$ cat src/pic_pkg.sv
// package of the prioritising interrupt controller: register map, field
// positions, reset values, event codes, timing counts and carrier structs.
// assumes an apb master for software and a processor core on the same clock.
// Operation
// - levels 0 to 16, level 0 ignored
// - nmi level 16, accepted when block clear
// - nmi accepted in sleep or standby
// - nmi accept-under-block bit overrides block bit
// - nmi edge detected, edge selectable
// - nmi blind at most six cycles after select
// - nmi acceptance keeps mask level
// - withdrawn level pin request held until any accept
// - mask bit write one clears held request
// - mask update option loads accepted level
// - unique event code, common handler
// - nmi and pin event codes fixed
// - module priorities 0 to 15, reset zero
// - pin priority fields in one register
// - ties resolved nmi, pins, then modules
// - vanished request gives event code zero
// - pins masked by current mask level
// - user mode masks by user level
package pic_pkg;
    localparam int          NUM_PINS       = 8;
    localparam int          NUM_PERIPH     = 8;
    localparam int          NUM_SRC        = 1 + NUM_PINS + NUM_PERIPH;
    localparam int          IDX_W          = 5;
    localparam int          PRIO_W         = 4;
    localparam int          FIRST_PIN      = 1;
    localparam int          FIRST_PERIPH   = FIRST_PIN + NUM_PINS;
    localparam int          MOD_PER_REG    = 4;

    localparam logic [7:0]  OFF_CTRL_ZERO  = 8'h00;
    localparam logic [7:0]  OFF_CTRL_ONE   = 8'h04;
    localparam logic [7:0]  OFF_MASK_SET   = 8'h08;
    localparam logic [7:0]  OFF_MASK_CLR   = 8'h0c;
    localparam logic [7:0]  OFF_PIN_PRIO   = 8'h10;
    localparam logic [7:0]  OFF_OPMODE     = 8'h14;
    localparam logic [7:0]  OFF_USER_MASK  = 8'h18;
    localparam logic [7:0]  OFF_EVENT      = 8'h1c;
    localparam logic [7:0]  OFF_MOD_FIRST  = 8'h20;
    localparam logic [7:0]  OFF_MOD_LAST   = 8'h24;

    localparam int          CTRL0_EDGE_BIT = 0;
    localparam int          CTRL0_UBLK_BIT = 1;
    localparam int          CTRL0_PIN_BIT  = 8;
    localparam int          OPMODE_MU_BIT  = 0;

    localparam logic [31:0] RST_PIN_PRIO   = 32'h0000_0000;
    localparam logic [15:0] RST_MOD_PRIO   = 16'h0000;
    localparam logic [7:0]  RST_SENSE      = 8'h00;
    localparam logic [15:0] RST_MASK       = 16'h0000;
    localparam logic [3:0]  RST_USER_MASK  = 4'h0;

    localparam logic [11:0] CODE_NMI       = 12'h1c0;
    localparam logic [11:0] CODE_PIN_BASE  = 12'h600;
    localparam logic [11:0] CODE_MOD_BASE  = 12'h700;
    localparam logic [11:0] CODE_STEP      = 12'h020;
    localparam logic [11:0] CODE_NONE      = 12'h000;
    localparam logic [4:0]  LEVEL_NMI      = 5'h10;

    localparam int          NMI_BLANK_CYC  = 6;

    typedef struct packed {
        logic       block_bit;
        logic       low_power;
        logic       user_mode;
        logic [3:0] current_mask_level;
    } pic_core_in_t;

    typedef struct packed {
        logic       req;
        logic [4:0] level;
        logic       mask_load;
        logic [3:0] mask_value;
    } pic_core_out_t;
endpackage

$ cat src/pic_top.sv
// prioritising interrupt controller: nmi, eight request pins, module requests,
// apb register slave and the request/accept handshake to the processor core.
// assumes pins are asynchronous, module requests and core signals are on clk.
//
// Added by the designer: the register addresses and register access over APB.
`timescale 1ns/1ps
module pic_top (
    input  wire logic                       clk,
    input  wire logic                       arst_n,
    input  wire logic [7:0]                 paddr,
    input  wire logic                       psel,
    input  wire logic                       penable,
    input  wire logic                       pwrite,
    input  wire logic [31:0]                pwdata,
    output logic      [31:0]                prdata,
    output logic                            pready,
    output logic                            pslverr,
    input  wire logic                       nmi_pin,
    input  wire logic [7:0]                 irq_pins,
    input  wire logic [7:0]                 periph_req,
    input  wire pic_pkg::pic_core_in_t      core_in,
    input  wire logic                       core_accept,
    output pic_pkg::pic_core_out_t          core_out,
    output logic      [11:0]                event_code
);
    localparam int IDX_W = pic_pkg::IDX_W;
    localparam int NSRC  = pic_pkg::NUM_SRC;

    logic [31:0] prdata_q;
    logic        pready_q;
    logic        pslverr_q;
    logic [31:0] pin_prio_q;
    logic [31:0] mod_prio_q;
    logic [7:0]  sense_q;
    logic [15:0] mask_q;
    logic        edge_sel_q;
    logic        ublk_q;
    logic        mu_q;
    logic [3:0]  user_mask_q;
    logic [11:0] event_q;
    logic [2:0]  nmi_sync_q;
    logic        nmi_stab_q;
    logic        nmi_prev_q;
    logic [2:0]  blank_q;
    logic        nmi_pend_q;
    logic [7:0]  pin_s1_q;
    logic [7:0]  pin_s2_q;
    logic [7:0]  pin_s3_q;
    logic [7:0]  pin_stab_q;
    logic [7:0]  pin_prev_q;
    logic [7:0]  held_q;
    logic [7:0]  relatch_q;
    logic [7:0]  own_acc;
    pic_pkg::pic_core_out_t core_q;

    logic        acc_phase;
    logic        wr_go;
    logic        mapped;
    logic        acc_go;
    logic        nmi_edge;
    logic        nmi_allow;
    logic [7:0]  pin_set;
    logic [7:0]  pin_clr;
    logic [15:0] mask_wr_ones;
    logic [4:0]  src_lvl [NSRC];
    logic        src_ok  [NSRC];
    logic        win_ok;
    logic [IDX_W-1:0] win_idx;
    logic [4:0]  win_level;

    // 4-bit priority field of pin n, pin 0 in the top nibble
    function automatic logic [3:0] pin_prio(input logic [31:0] r, input int n);
        pin_prio = r[31 - 4*n -: 4];
    endfunction

    // common gate for maskable sources
    function automatic logic maskable_ok(input logic [4:0] lvl,
                                         input pic_pkg::pic_core_in_t c,
                                         input logic [3:0] umask);
        maskable_ok = (lvl != 5'h00)
                   && !c.block_bit
                   && (lvl > {1'b0, c.current_mask_level})
                   && (!c.user_mode || (lvl > {1'b0, umask}));
    endfunction

    // event code of a source index
    function automatic logic [11:0] code_of(input logic [IDX_W-1:0] idx);
        logic [11:0] off;
        off = 12'h000;
        if (idx == '0) begin
            code_of = pic_pkg::CODE_NMI;
        end else if (int'(idx) < pic_pkg::FIRST_PERIPH) begin
            off = 12'(int'(idx) - pic_pkg::FIRST_PIN);
            code_of = 12'(pic_pkg::CODE_PIN_BASE + off * pic_pkg::CODE_STEP);
        end else begin
            off = 12'(int'(idx) - pic_pkg::FIRST_PERIPH);
            code_of = 12'(pic_pkg::CODE_MOD_BASE + off * pic_pkg::CODE_STEP);
        end
    endfunction

    // apb slave: one wait state, writes land at the edge with pready high
    assign acc_phase = psel && penable && !pready_q;
    assign wr_go     = psel && penable && pwrite && pready_q;
    assign mapped    = (paddr <= pic_pkg::OFF_MOD_LAST) && (paddr[1:0] == 2'b00);
    assign mask_wr_ones = (wr_go && paddr == pic_pkg::OFF_MASK_SET) ? pwdata[15:0] : 16'h0000;

    always_ff @(posedge clk or negedge arst_n) begin
        if (!arst_n) begin
            pready_q  <= 1'b0;
            pslverr_q <= 1'b0;
            prdata_q  <= 32'h0000_0000;
        end else begin
            pready_q  <= acc_phase;
            pslverr_q <= acc_phase && !mapped;
            prdata_q  <= 32'h0000_0000;
            if (acc_phase && !pwrite) begin
                unique case (paddr)
                    pic_pkg::OFF_CTRL_ZERO: begin
                        prdata_q[pic_pkg::CTRL0_EDGE_BIT] <= edge_sel_q;
                        prdata_q[pic_pkg::CTRL0_UBLK_BIT] <= ublk_q;
                        prdata_q[pic_pkg::CTRL0_PIN_BIT]  <= nmi_stab_q;
                    end
                    pic_pkg::OFF_CTRL_ONE:  prdata_q[7:0]  <= sense_q;
                    pic_pkg::OFF_MASK_SET,
                    pic_pkg::OFF_MASK_CLR:  prdata_q[15:0] <= mask_q;
                    pic_pkg::OFF_PIN_PRIO:  prdata_q       <= pin_prio_q;
                    pic_pkg::OFF_OPMODE:    prdata_q[pic_pkg::OPMODE_MU_BIT] <= mu_q;
                    pic_pkg::OFF_USER_MASK: prdata_q[3:0]  <= user_mask_q;
                    pic_pkg::OFF_EVENT:     prdata_q[11:0] <= event_q;
                    pic_pkg::OFF_MOD_FIRST: prdata_q[15:0] <= mod_prio_q[15:0];
                    pic_pkg::OFF_MOD_LAST:  prdata_q[15:0] <= mod_prio_q[31:16];
                    default:                prdata_q       <= 32'h0000_0000;
                endcase
            end
        end
    end

    // software-written configuration
    always_ff @(posedge clk or negedge arst_n) begin
        if (!arst_n) begin
            pin_prio_q  <= pic_pkg::RST_PIN_PRIO;
            mod_prio_q  <= {pic_pkg::RST_MOD_PRIO, pic_pkg::RST_MOD_PRIO};
            sense_q     <= pic_pkg::RST_SENSE;
            edge_sel_q  <= 1'b0;
            ublk_q      <= 1'b0;
            mu_q        <= 1'b0;
            user_mask_q <= pic_pkg::RST_USER_MASK;
        end else if (wr_go) begin
            unique case (paddr)
                pic_pkg::OFF_CTRL_ZERO: begin
                    edge_sel_q <= pwdata[pic_pkg::CTRL0_EDGE_BIT];
                    ublk_q     <= pwdata[pic_pkg::CTRL0_UBLK_BIT];
                end
                pic_pkg::OFF_CTRL_ONE:  sense_q <= pwdata[7:0];
                pic_pkg::OFF_PIN_PRIO:  pin_prio_q <= pwdata;
                pic_pkg::OFF_OPMODE:    mu_q <= pwdata[pic_pkg::OPMODE_MU_BIT];
                pic_pkg::OFF_USER_MASK: user_mask_q <= pwdata[3:0];
                pic_pkg::OFF_MOD_FIRST: mod_prio_q[15:0] <= pwdata[15:0];
                pic_pkg::OFF_MOD_LAST:  mod_prio_q[31:16] <= pwdata[15:0];
                default: ;
            endcase
        end
    end

    // mask bits: set register writes ones, clear register removes them
    always_ff @(posedge clk or negedge arst_n) begin
        if (!arst_n) begin
            mask_q <= pic_pkg::RST_MASK;
        end else if (wr_go && paddr == pic_pkg::OFF_MASK_SET) begin
            mask_q <= mask_q | pwdata[15:0];
        end else if (wr_go && paddr == pic_pkg::OFF_MASK_CLR) begin
            mask_q <= mask_q & ~pwdata[15:0];
        end
    end

    // nmi pin: three flops, a change counts once stages two and three agree
    always_ff @(posedge clk or negedge arst_n) begin
        if (!arst_n) begin
            nmi_sync_q <= 3'b000;
            nmi_stab_q <= 1'b0;
            nmi_prev_q <= 1'b0;
        end else begin
            nmi_sync_q <= {nmi_sync_q[1:0], nmi_pin};
            if (nmi_sync_q[1] == nmi_sync_q[2]) begin
                nmi_stab_q <= nmi_sync_q[2];
            end
            nmi_prev_q <= nmi_stab_q;
        end
    end

    // edge select changes blind the detector for a short window
    always_ff @(posedge clk or negedge arst_n) begin
        if (!arst_n) begin
            blank_q <= 3'b000;
        end else if (wr_go && paddr == pic_pkg::OFF_CTRL_ZERO
                     && pwdata[pic_pkg::CTRL0_EDGE_BIT] != edge_sel_q) begin
            blank_q <= 3'(pic_pkg::NMI_BLANK_CYC);
        end else if (blank_q != 3'b000) begin
            blank_q <= blank_q - 3'b001;
        end
    end

    assign nmi_edge  = (blank_q == 3'b000)
                    && (edge_sel_q ? (nmi_stab_q && !nmi_prev_q)
                                   : (!nmi_stab_q && nmi_prev_q));
    assign nmi_allow = !core_in.block_bit
                    || core_in.low_power
                    || ublk_q;
    assign acc_go    = core_accept && core_q.req;

    always_ff @(posedge clk or negedge arst_n) begin
        if (!arst_n) begin
            nmi_pend_q <= 1'b0;
        end else begin
            nmi_pend_q <= nmi_edge
                       || (nmi_pend_q && !(acc_go && win_ok && win_idx == '0));
        end
    end

    // request pins
    always_ff @(posedge clk or negedge arst_n) begin
        if (!arst_n) begin
            pin_s1_q   <= 8'h00;
            pin_s2_q   <= 8'h00;
            pin_s3_q   <= 8'h00;
            pin_stab_q <= 8'h00;
            pin_prev_q <= 8'h00;
        end else begin
            pin_s1_q   <= irq_pins;
            pin_s2_q   <= pin_s1_q;
            pin_s3_q   <= pin_s2_q;
            pin_stab_q <= (pin_s2_q & pin_s3_q) | (pin_stab_q & (pin_s2_q | pin_s3_q));
            pin_prev_q <= pin_stab_q;
        end
    end

    always_comb begin
        for (int i = 0; i < pic_pkg::NUM_PINS; i++) begin
            own_acc[i] = acc_go && win_ok && int'(win_idx) == i + pic_pkg::FIRST_PIN;
            pin_set[i] = sense_q[i] ? (pin_stab_q[i] && !pin_prev_q[i])
                                    : (pin_stab_q[i] && !relatch_q[i] && !own_acc[i]);
            pin_clr[i] = mask_wr_ones[i]
                      || own_acc[i]
                      || (acc_go && !sense_q[i] && !pin_stab_q[i]);
        end
    end

    // a level pin just accepted is not latched again until it is seen low
    always_ff @(posedge clk or negedge arst_n) begin
        if (!arst_n) begin
            relatch_q <= 8'h00;
        end else begin
            relatch_q <= (relatch_q | own_acc) & pin_stab_q & ~sense_q;
        end
    end

    // a fresh event beats a clear in the same cycle
    always_ff @(posedge clk or negedge arst_n) begin
        if (!arst_n) begin
            held_q <= 8'h00;
        end else begin
            held_q <= pin_set | (held_q & ~pin_clr);
        end
    end

    // source table in default order: nmi, pins 0..7, modules 0..7
    always_comb begin
        src_lvl[0] = pic_pkg::LEVEL_NMI;
        src_ok[0]  = nmi_pend_q && nmi_allow;
        for (int i = 0; i < pic_pkg::NUM_PINS; i++) begin
            src_lvl[i + pic_pkg::FIRST_PIN] = {1'b0, pin_prio(pin_prio_q, i)};
            src_ok[i + pic_pkg::FIRST_PIN]  = held_q[i] && !mask_q[i]
                && maskable_ok({1'b0, pin_prio(pin_prio_q, i)}, core_in, user_mask_q);
        end
        for (int i = 0; i < pic_pkg::NUM_PERIPH; i++) begin
            src_lvl[i + pic_pkg::FIRST_PERIPH] = {1'b0, mod_prio_q[4*i +: 4]};
            src_ok[i + pic_pkg::FIRST_PERIPH]  = periph_req[i]
                && !mask_q[i + pic_pkg::NUM_PINS]
                && maskable_ok({1'b0, mod_prio_q[4*i +: 4]}, core_in, user_mask_q);
        end
    end

    // strictly greater keeps the earlier source on a tie
    always_comb begin
        win_ok    = 1'b0;
        win_idx   = '0;
        win_level = 5'h00;
        for (int i = 0; i < NSRC; i++) begin
            if (src_ok[i] && (!win_ok || src_lvl[i] > win_level)) begin
                win_ok    = 1'b1;
                win_idx   = IDX_W'(i);
                win_level = src_lvl[i];
            end
        end
    end

    // core handshake and event code capture
    always_ff @(posedge clk or negedge arst_n) begin
        if (!arst_n) begin
            core_q  <= '0;
            event_q <= pic_pkg::CODE_NONE;
        end else begin
            core_q.req   <= win_ok;
            core_q.level <= win_ok ? win_level : 5'h00;
            core_q.mask_load <= acc_go && win_ok && mu_q && win_idx != '0;
            if (acc_go && win_ok && mu_q) begin
                core_q.mask_value <= win_level[3:0];
            end
            if (acc_go) begin
                event_q <= win_ok ? code_of(win_idx) : pic_pkg::CODE_NONE;
            end
        end
    end

    assign prdata     = prdata_q;
    assign pready     = pready_q;
    assign pslverr    = pslverr_q;
    assign core_out   = core_q;
    assign event_code = event_q;
endmodule

$ cat config.mk
export PLATFORM = sky130hd
export DESIGN_NAME = pic_top
export DESIGN_NICKNAME = d
export VERILOG_FILES = /design/src/pic_pkg.sv /design/src/pic_top.sv
export SDC_FILE = /design/constraint.sdc
export NUM_CORES = 1
export LEC_CHECK = 0
export BUFFER_PORTS_ARGS = -buffer_cell sky130_fd_sc_hd__buf_2
export CELL_PAD_IN_SITES_DETAIL_PLACEMENT = 0
export CELL_PAD_IN_SITES_GLOBAL_PLACEMENT = 1
export CORE_MARGIN = 3
export CORE_UTILIZATION = 48
export CTS_CLUSTER_SIZE = 25
export DETAILED_ROUTE_END_ITERATION = 8
export PLACE_DENSITY_LB_ADDON = 0.12
export SETUP_SLACK_MARGIN = 0.02
export SKIP_LAST_GASP = 1
export SYNTH_ARGS = -nofsm -noshare
export SYNTH_HDL_FRONTEND = slang
export SYNTH_SLANG_ARGS = --single-unit
$ cat constraint.sdc
create_clock -name clk -period 33.6 [get_ports clk]
set_input_delay 5.04 -clock clk [delete_from_list [all_inputs] [get_ports clk]]
set_output_delay 5.04 -clock clk [all_outputs]
set_load 0.01 [all_outputs]
Word-level counts from Yosys, hierarchy flattened
Cells that the tools add are included.
{ "word_totals": {"elab_cells": 522, "register_bits": 217, "in_bits": 70} }
{ "op_classes": {"n_reduce_logical": 328, "n_eq_ne": 19, "order_cmp": 50, "mux": 77, "n_bitwise": 14, "addsub": 5} }
{ "op_table": {"columns": ["cell", "count"], "rows": [
  ["1-bit logical AND", 165],
  ["5-bit two-way mux", 33],
  ["4-bit > comparator", 32],
  ["4-bit by 5-bit > comparator with 1-bit output", 16],
  ["1-bit logical NOT", 80],
  ["4-bit nonzero test", 16],
  ["1-bit logical OR", 51],
  ["16-bit two-way mux", 3],
  ["8-bit bitwise AND", 5],
  ["12-bit two-way mux", 3],
  ["8-bit by 5-bit == test with 1-bit output, second input constant", 4],
  ["32-bit two-way mux", 1],
  ["8-bit bitwise OR", 4],
  ["1-bit two-way mux", 27],
  ["11-bit by 12-bit adder with 12-bit output, first input constant", 2],
  ["4-bit case mux with 6 select lines", 1],
  ["5-bit by 4-bit == test with 1-bit output, second input constant", 4],
  ["16-bit bitwise AND", 1],
  ["8-bit by 4-bit == test with 1-bit output, second input constant", 2],
  ["8-bit by 6-bit == test with 1-bit output, second input constant", 2],
  ["16-bit inverter", 1],
  ["8-bit inverter", 2],
  ["16-bit bitwise OR", 1],
  ["4-bit case mux with 4 select lines", 1],
  ["27 further kinds", 36]
]} }

Depth between registers and ports, before layout
Gate-level depths: netlist of the first run.
{ "depth": {"word_depth": 76, "mapped_depth": 154} }

Worst setup path after synthesis of the first run
OpenSTA, ideal clock, no wires.
{ "synth_timing": {"path_type": "in2reg", "from": "in core_in[3] (netlist bit)", "to": "reg event_q[9] (netlist: event_code[9])", "cell_stages": 149, "path_buffers": 5, "required_ns": 33.478, "setup_slack_ns": 3.530, "setup_ns": 0.122, "arrival_ns": 29.949, "path_cell_list": "inv_1 > ha_1 > nand4_1 > nand4_1 > a41oi_1 > nand2_1 > nor2_1 > nand2_1 > ha_1 > a21oi_1 > o21ai_0 > a211oi_1 > nor3b_1 > o21ai_0 > ha_1 > nor2b_1 > o21a_1 > o21a_1 > [... 113 more ...] > a21boi_0 > or2_2 > nor2_1 > nand2b_1 > nand2_1 > ha_1 > nor2b_1 > o21ai_0 > nand2b_1 > a21oi_1 > nor2_1 > o21ai_0 > clkbuf_1 > a21boi_0 > inv_1 > ha_1 > or4_1 > a32o_1"} }
{ "synth_between": {"elab_chain_len": 71} }
{ "synth_lines": {"columns": ["element", "line_no", "source"], "rows": [
  ["from (decl)", "pic_top.sv:21", "input wire pic_pkg::pic_core_in_t core_in,"],
  ["4-bit > comparator", "pic_top.sv:82", "&& (lvl > {1'b0, c.current_mask_level})"],
  ["1-bit logical AND", "pic_top.sv:82", null],
  ["1-bit logical AND", "pic_top.sv:83", "&& (!c.user_mode || (lvl > {1'b0, umask}));"],
  ["1-bit logical AND", "pic_top.sv:273", "&& maskable_ok({1'b0, pin_prio(pin_prio_q, i)}, core_in, user_mask_q);"],
  ["1-bit logical AND", "pic_top.sv:289", "if (src_ok[i] && (!win_ok || src_lvl[i] > win_level)) begin"],
  ["5-bit two-way mux or 1-bit two-way mux (tied branches)", "pic_top.sv:289", null],
  ["4-bit by 5-bit > comparator with 1-bit output or 1-bit logical NOT (tied branches)", "pic_top.sv:289", null],
  ["1-bit logical OR", "pic_top.sv:289", null],
  ["[... 55 more ...]", null, null],
  ["1-bit logical OR", "pic_top.sv:289", null],
  ["1-bit logical AND", "pic_top.sv:289", null],
  ["5-bit two-way mux", "pic_top.sv:289", null],
  ["5-bit by 4-bit subtractor with 6-bit output or 5-bit by 1-bit subtractor with 6-bit output (tied branches)", "pic_top.sv:96, pic_top.sv:93", null],
  ["11-bit by 12-bit adder with 12-bit output (on tied branches)", "pic_top.sv:97, pic_top.sv:94", null],
  ["12-bit two-way mux", "pic_top.sv:92", "end else if (int'(idx) < pic_pkg::FIRST_PERIPH) begin"],
  ["12-bit two-way mux", "pic_top.sv:90", "if (idx == '0) begin"],
  ["12-bit two-way mux (*)", "pic_top.sv:310", "event_q <= win_ok ? code_of(win_idx) : pic_pkg::CODE_NONE;"],
  ["to (signal assigned)", "pic_top.sv:301", "event_q <= pic_pkg::CODE_NONE;"],
  ["to (signal assigned)", "pic_top.sv:310", null],
  ["to (decl)", "pic_top.sv:40", "logic [11:0] event_q;"]
]} }
Every way passes the cells marked *; elsewhere a longest branch is shown, timed or not.
A chain may end at the register's enable or synchronous reset.

Worst setup path in the final report of the first run
Same ends and word-level chain as after synthesis.

==> impl_results.md, run 1 <==
* EDFF count, synth at 0
* Peak supply drop at roughly 0.000047 V
* Max Root-Sink Buffers at 3
* DP Cell Count at ~2000
* Largest net degree at the start of global routing at between 100 and 150
* Largest area contributor in the netlist: dfrtp_1
* TNS Setup at 0 ns
* FFs w/ async S/R, synth at 1.00
* Fill count at 2687
* LEAKAGE at between 0.007 and 0.008 µW
* Relative max-transition margin at 0.335
* Antenna-violating nets left at 0
* Crit-path max cell delay at 0.58 ns
* Top cell by count, worst path: ha_1
* CTS root buffer: clkbuf_16
* Final clock skew at 0.0299 ns
* Hold-fix buffers, CTS at 0
* DP HPWL at 37.3 mm
* Synthesized area per cell at between 9 and 10 µm²
* DR WL/cell at 24.9 µm
* Worst Hold Launch: pin_s1_q[0]
* CTS Sinks at about 210
* Synth Instances at around 1500
* H-tree Lvls at 1
* Sw Pwr at 172 µW
* Area of the core at 29200 µm²
* GRT Overall Usage at 0.307
* Global-route wire length before repair at 74.5 mm
* Synth Cell Area at 14400 µm²
* Port Buffers at 121
* RSZ-0062 raised after global routing: no
* Die height at between 150 and 200 µm
* Combinational share of power at 0.125
* GR Overflow Total at 0
* Reg2Reg Depth at 142
* Arr. time, crit path at 31.99 ns
* Routed vias at 12631
* Tightest Hold Check Type: flip-flop to flip-flop
* # DRC at 0
* Hold slack at around 0.35 ns
* First-pass DRT Iterations at 5
* Ys Warns at 0
* I/O pins at 127
* Clk pwr share at 0.433
* Worst Hold Path Cells at 0
* Final layout net count at 1862
* Worst-Margin Slew at roughly 1 ns
* Vias in the first global route at 12170
* R2R setup slack at 6.04 ns
* Post-synthesis register bit count at 212
* Initial core utilization at 0.494
* Post-synth top area share at 0.368
* Gp weighted congestion at 0.946
* Req. time, crit path at 34.04 ns
* Starting DRT DRC Count at 979
* Largest cells by area after synthesis: dfrtp_1, ha_1, mux2_2, nand2_1, o21ai_0
* Clk slew on worst S/H paths at 0.06 ns
* Pwr Total at 628 µW
* Int Power at 455 µW
* DIE AREA at around 32000 µm²
* Status: completed
* FF-to-FF Start: pin_prio_q[31]
* Worst min-delay path endpoint: pin_s2_q[0]
* Clock Latency Late Sink at about 0.55 ns
* Final Hold Fails at 0
* Flop pwr share at 0.442
* Achievable Freq at 31.7 MHz
* Non-Filler Instances at 1999
* Sw frac at 0.275
* Initial antenna violation count at 2
* Max-slew violations at 0
* Die width at 179 µm
* Pwr/cell area at 38.2 nW/µm²
* CP max stage cell: o41ai_2
* CTS buffer count at 24
* Top FF cell, synth: dfrtp_1
* Max-Cap Viols at 0
* Maximum fanout along the worst path at 15
* Final worst path period share at 0.939
* CP Capture Type: flip-flop
* TritonCTS clock tree: yes
* CP Class: primary input to flip-flop
* Area grow syn2layout at 14.1%
* Layout cells sized above 1 at 0.196
* Vias per cell at about 6.3
* Distinct cell type count after synthesis at 87
* Final wirelength at 49.7 mm
* Worst setup SP type: primary input
* Final min period at 31.56 ns
* Sequential share of the synthesized area at 0.368
* Final setup vio count at 0
* R2r endpoint: event_code[9]
* # diodes at 0
* Rows at 62
[logic make-up after synthesis]
kind of cell,Yosys count,synth area share
multiplexers,91,0.0706
other,1,0.000260
XOR/XNOR,3,0.00182
AND/OR/NAND/NOR,441,0.161
AO/OA/AOI/OAI,394,0.190
buffers and inverters,117,0.0328
flip-flops,212,0.368
adder cells (fa/ha/maj),204,0.175
[per-stage QoR]
step	area (µm²)	setup WS [ns]	util
finish	16400	2.04	0.564
global route	16400	0.0393	0.564
CTS	16400	0.665	0.561
detailed placement	15500	0.149	0.532
global placement	15500	0.817	0.532
floorplan	14400	3.53	-
[registers in the layout, indices dropped and copies added, names as in the netlist, 3 cells and up, named ones only]
signal,flops
pin_s2_q,8
nmi_sync_q,3
core_out,11
sense_q,8
prdata,32
pin_stab_q,8
blank_q,3
pin_prio_q,32
pin_s3_q,8
event_code,7
user_mask_q,4
held_q,8
mod_prio_q,32
pin_prev_q,8
relatch_q,8
pin_s1_q,8
[layer usage]
metal / routed length (µm) / up-vias / track usage
met5: 13 / - / 0
met4: 1620 / 2 / 0.0918
met3: 3240 / 97 / 0.0462
met2: 22200 / 443 / 0.479
met1: 22700 / 6294 / 0.443
li1: - / 5795 / -
[repair_timing]
| item | in CTS | in global routing |
|---|---|---|
| setup buffers | 0 | 1 |
| gates resized for setup | 0 | 18 |
| endpoints found under the setup margin | 0 | 32 |
[Yosys cell counts, types with 29 or more instances]
cell type and number:
nor2_1 69, dfrtp_1 212, a21oi_1 72, nor2b_1 38, mux2_2 86, nand4_1 42
clkbuf_1 29, ha_1 195, o21ai_0 73, inv_1 71, nand2_1 124, a22oi_1 42
[critical path: cells and delay by family]
family | cells | cell delay (ns)
AO/OA/AOI/OAI | 73 | 14.54
adder cells (fa/ha/maj) | 17 | 4.81
buffers and inverters | 9 | 1.15
multiplexers | 1 | 0.30
AND/OR/NAND/NOR | 44 | 6.13
[power by group through the flow]
stage	clock (µW)	sequential [µW]	combinational, µW
global route	286	278	86.2
detailed placement	0	282	76.4
global placement	0	282	75.3
floorplan	0	278	42.5
CTS	277	277	76.8
finish	272	277	78.6
[final cells by class]
type                       count  area [µm²]  share of cell area
multi-input combinational   1138        8740               0.531
sequential                   212        5310               0.323
timing repair buffer         148         818              0.0498
clock buffer                  32         661              0.0402
tap                          384         480              0.0292
inverter                      73         274              0.0167
clock inverter                12         166              0.0101
[placed cells by master, fill, tap and decap left out, types with 28 or more instances in the layout]
cell type / count
ha_1: 195
nand2_1: 124
a21oi_1: 72
inv_1: 71
o21ai_0: 73
nor2_1: 67
nand4_1: 42
dfrtp_1: 212
nand2b_1: 28
mux2_2: 86
nor2b_1: 38
and3_1: 28
a22oi_1: 40
buf_2: 120
[how the worst max path moves through the flow]
stage / startpoint / endpoint
after CTS: core_in[3] / event_code[9]
after global routing: core_in[3] / event_code[9]
after detailed placement: core_in[3] / event_code[9]
final: core_in[3] / event_code[9]
after floorplan: core_in[3] / event_code[9]
after global placement: core_in[3] / event_code[9]
Power figures use the tool's default switching activity.
==> run 2: changes to the inputs <==
- CELL_PAD_IN_SITES_GLOBAL_PLACEMENT: 1 -> 2
- CORE_UTILIZATION: 48 -> 39
- MAX_ROUTING_LAYER: not set -> met4
==> run 2 against run 1 <==
Effect of this change: routed wire length up 4.5%; die area up 22%; critical path type unchanged; worst hold slack better by 0.0011 ns; clock power down 8.5%; critical path depth down 2; count of clock-buffer cells in the layout down 2; core utilization down 11 points; sequential cell count unchanged; largest cell class unchanged; cell count up 3.8%; total power down 3.6%; combinational power down 0.9%; clock skew down 0.013 ns.
==> impl_results.md, run 2 (synthesis gave the netlist of run 1 again) <==
* CTS Sinks at 212 (unchanged)
* Crit-path max cell delay at 0.66 ns (was 0.58 ns)
* CTS buffer count at 24 (unchanged)
* Top cell by count, worst path: ha_1 (unchanged)
* Worst-Margin Slew at 1.09 ns (was 0.998 ns)
* Area of the core at 36000 µm² (was 29200 µm²)
* Relative max-transition margin at 0.271 (was 0.335)
* Clock Latency Late Sink at 0.54 ns (was 0.55 ns)
* Flop pwr share at 0.459 (was 0.442)
* LEAKAGE at 0.00789 µW (was 0.00792 µW)
* Area grow syn2layout at 14.1% (about the same)
* Rows at 69 (was 62)
* Routed vias at 12421 (was 12631)
* Final min period at 31.53 ns (was 31.56 ns)
* # diodes at 0 (unchanged)
* Global-route wire length before repair at 77.0 mm (was 74.5 mm)
* TritonCTS clock tree: yes (unchanged)
* Worst setup SP type: primary input (unchanged)
* Final Hold Fails at 0 (unchanged)
* I/O pins at 127 (unchanged)
* Final design utilization at 0.457 (was 0.564)
* Achievable Freq at 31.7 MHz (about the same)
* Most frequent cells in the layout: dfrtp_1, ha_1, nand2_1 (unchanged)
* CTS root buffer: clkbuf_16 (unchanged)
* Maximum fanout along the worst path at 15 (unchanged)
* GRT Overall Usage at 0.269 (was 0.307)
* Pwr/cell area at 36.8 nW/µm² (was 38.2 nW/µm²)
* Final clock skew at 0.0168 ns (was 0.0299 ns)
* Final layout net count at 1862 (unchanged)
* Final wirelength at 51.9 mm (was 49.7 mm)
* Antenna-violating nets left at 0 (unchanged)
* Tightest Hold Check Type: flip-flop to flip-flop (unchanged)
* GR Overflow Total at 0 (unchanged)
* Clk pwr share at 0.412 (was 0.433)
* Port Buffers at 121 (unchanged)
* Final worst path period share at 0.938 (was 0.939)
* Pwr Total at 605 µW (was 628 µW)
* Sw frac at 0.281 (was 0.275)
* Arr. time, crit path at 31.94 ns (was 31.99 ns)
* Sw Pwr at 170 µW (was 172 µW)
* Final setup vio count at 0 (unchanged)
* DP HPWL at 38.8 mm (was 37.3 mm)
* DP Cell Count at 2031 (was 1954)
* Vias per cell at 5.99 (was 6.32)
* Int Power at 435 µW (was 455 µW)
* DR WL/cell at 25.0 µm (was 24.9 µm)
* Largest net degree at the start of global routing at 89 (was 106)
* Initial antenna violation count at 0 (was 2)
* # DRC at 0 (unchanged)
* Hold slack at 0.348 ns (was 0.347 ns)
* Starting DRT DRC Count at 843 (was 979)
* Combinational share of power at 0.129 (was 0.125)
* Layout cells sized above 1 at 0.195 (was 0.196)
* Vias in the first global route at 11933 (was 12170)
* Peak supply drop at 0.0000442 V (was 0.0000470 V)
* Non-Filler Instances at 2075 (was 1999)
* Fill count at 3496 (was 2687)
* DIE AREA at 39300 µm² (was 32200 µm²)
* Max Root-Sink Buffers at 3 (unchanged)
* Initial core utilization at 0.400 (was 0.494)
* Gp weighted congestion at 0.993 (was 0.946)
* First-pass DRT Iterations at 5 (unchanged)
* Max-Cap Viols at 0 (unchanged)
* Die width at 198 µm (was 179 µm)
* CP Capture Type: flip-flop (unchanged)
* Req. time, crit path at 34.01 ns (was 34.04 ns)
* Die height at 198 µm (was 179 µm)
* Hold-fix buffers, CTS at 0 (unchanged)
* CP Class: primary input to flip-flop (unchanged)
* H-tree Lvls at 1 (unchanged)
* Most common cell after layout, fill and taps aside: dfrtp_1 (unchanged)
* Max-slew violations at 0 (unchanged)
* Status: completed (unchanged)
* CP max stage cell: a2111oi_2 (was o41ai_2)
* Clk slew on worst S/H paths at 0.06 ns (about the same)
## run 2: per-layer routing
metal | wire (µm) | share of wire | up-vias | GRT usage
met2 | 22400 | 0.43 | 348 | 0.393
met1 | 24700 | 0.48 | 6168 | 0.382
met5 | 0 | 0 | - | -
met3 | 3180 | 0.061 | 85 | 0.0487
li1 | - | - | 5820 | -
met4 | 1690 | 0.033 | 0 | 0.0781
## run 2: area by class of cell
type / instances / area (µm²) / share of cell area
Clock buffer: 30 / 633 / 0.0385
Clock inverter: 13 / 111 / 0.00677
Inverter: 73 / 274 / 0.0167
Multi-Input combinational cell: 1138 / 8740 / 0.531
Sequential cell: 212 / 5310 / 0.322
Tap cell: 461 / 577 / 0.0351
Timing Repair Buffer: 148 / 818 / 0.0497
## run 2: worst paths after layout
check                               start                    endpoint  slack, ns  cells after the start
max                            core_in[3]               event_code[9]       2.07                    142
min in group asynchronous          arst_n              pin_prio_q[29]       4.48                      1
max reg2reg                pin_prio_q[31]               event_code[9]       6.23                    140
min reg2reg                 nmi_sync_q[0]               nmi_sync_q[1]       0.35                      0
max in group asynchronous          arst_n  asynchronous set/reset pin      26.98                      3
min                         nmi_sync_q[0]               nmi_sync_q[1]       0.35                      0
## run 2: worst max-delay path, delay by kind of cell
family | cells | cell delay (ns)
muxes | 1 | 0.28
and+or+nand+nor | 42 | 5.45
AOI/OAI and AO/OA | 73 | 14.87
buffers and inverters | 9 | 1.46
adders and majority gates | 17 | 4.83
## run 2: power groups by stage
stage | sequential, µW | clock, µW | combinational [µW]
CTS | 277 | 255 | 77.6
global route | 279 | 266 | 86.4
detailed placement | 282 | 0 | 77.6
global placement | 282 | 0 | 77.6
finish | 278 | 249 | 77.9
floorplan | 278 | 0 | 42.5
## run 2: timing repair
action / in CTS / in global routing
endpoints found under the hold margin: 0 / 0
gates resized for setup: 0 / 19
endpoints found under the setup margin: 0 / 32
buffers inserted: 0 / 1
## run 2: through the flow
step	instance area, µm²	setup WS, ns	TNS [ns]
final	16500	2.07	0
after detailed placement	15600	-0.0146	-0.0146
after global placement	15600	0.596	0
after CTS	16400	0.404	0
after global routing	16500	-0.0477	-0.0477
after floorplan	14400	3.53	0
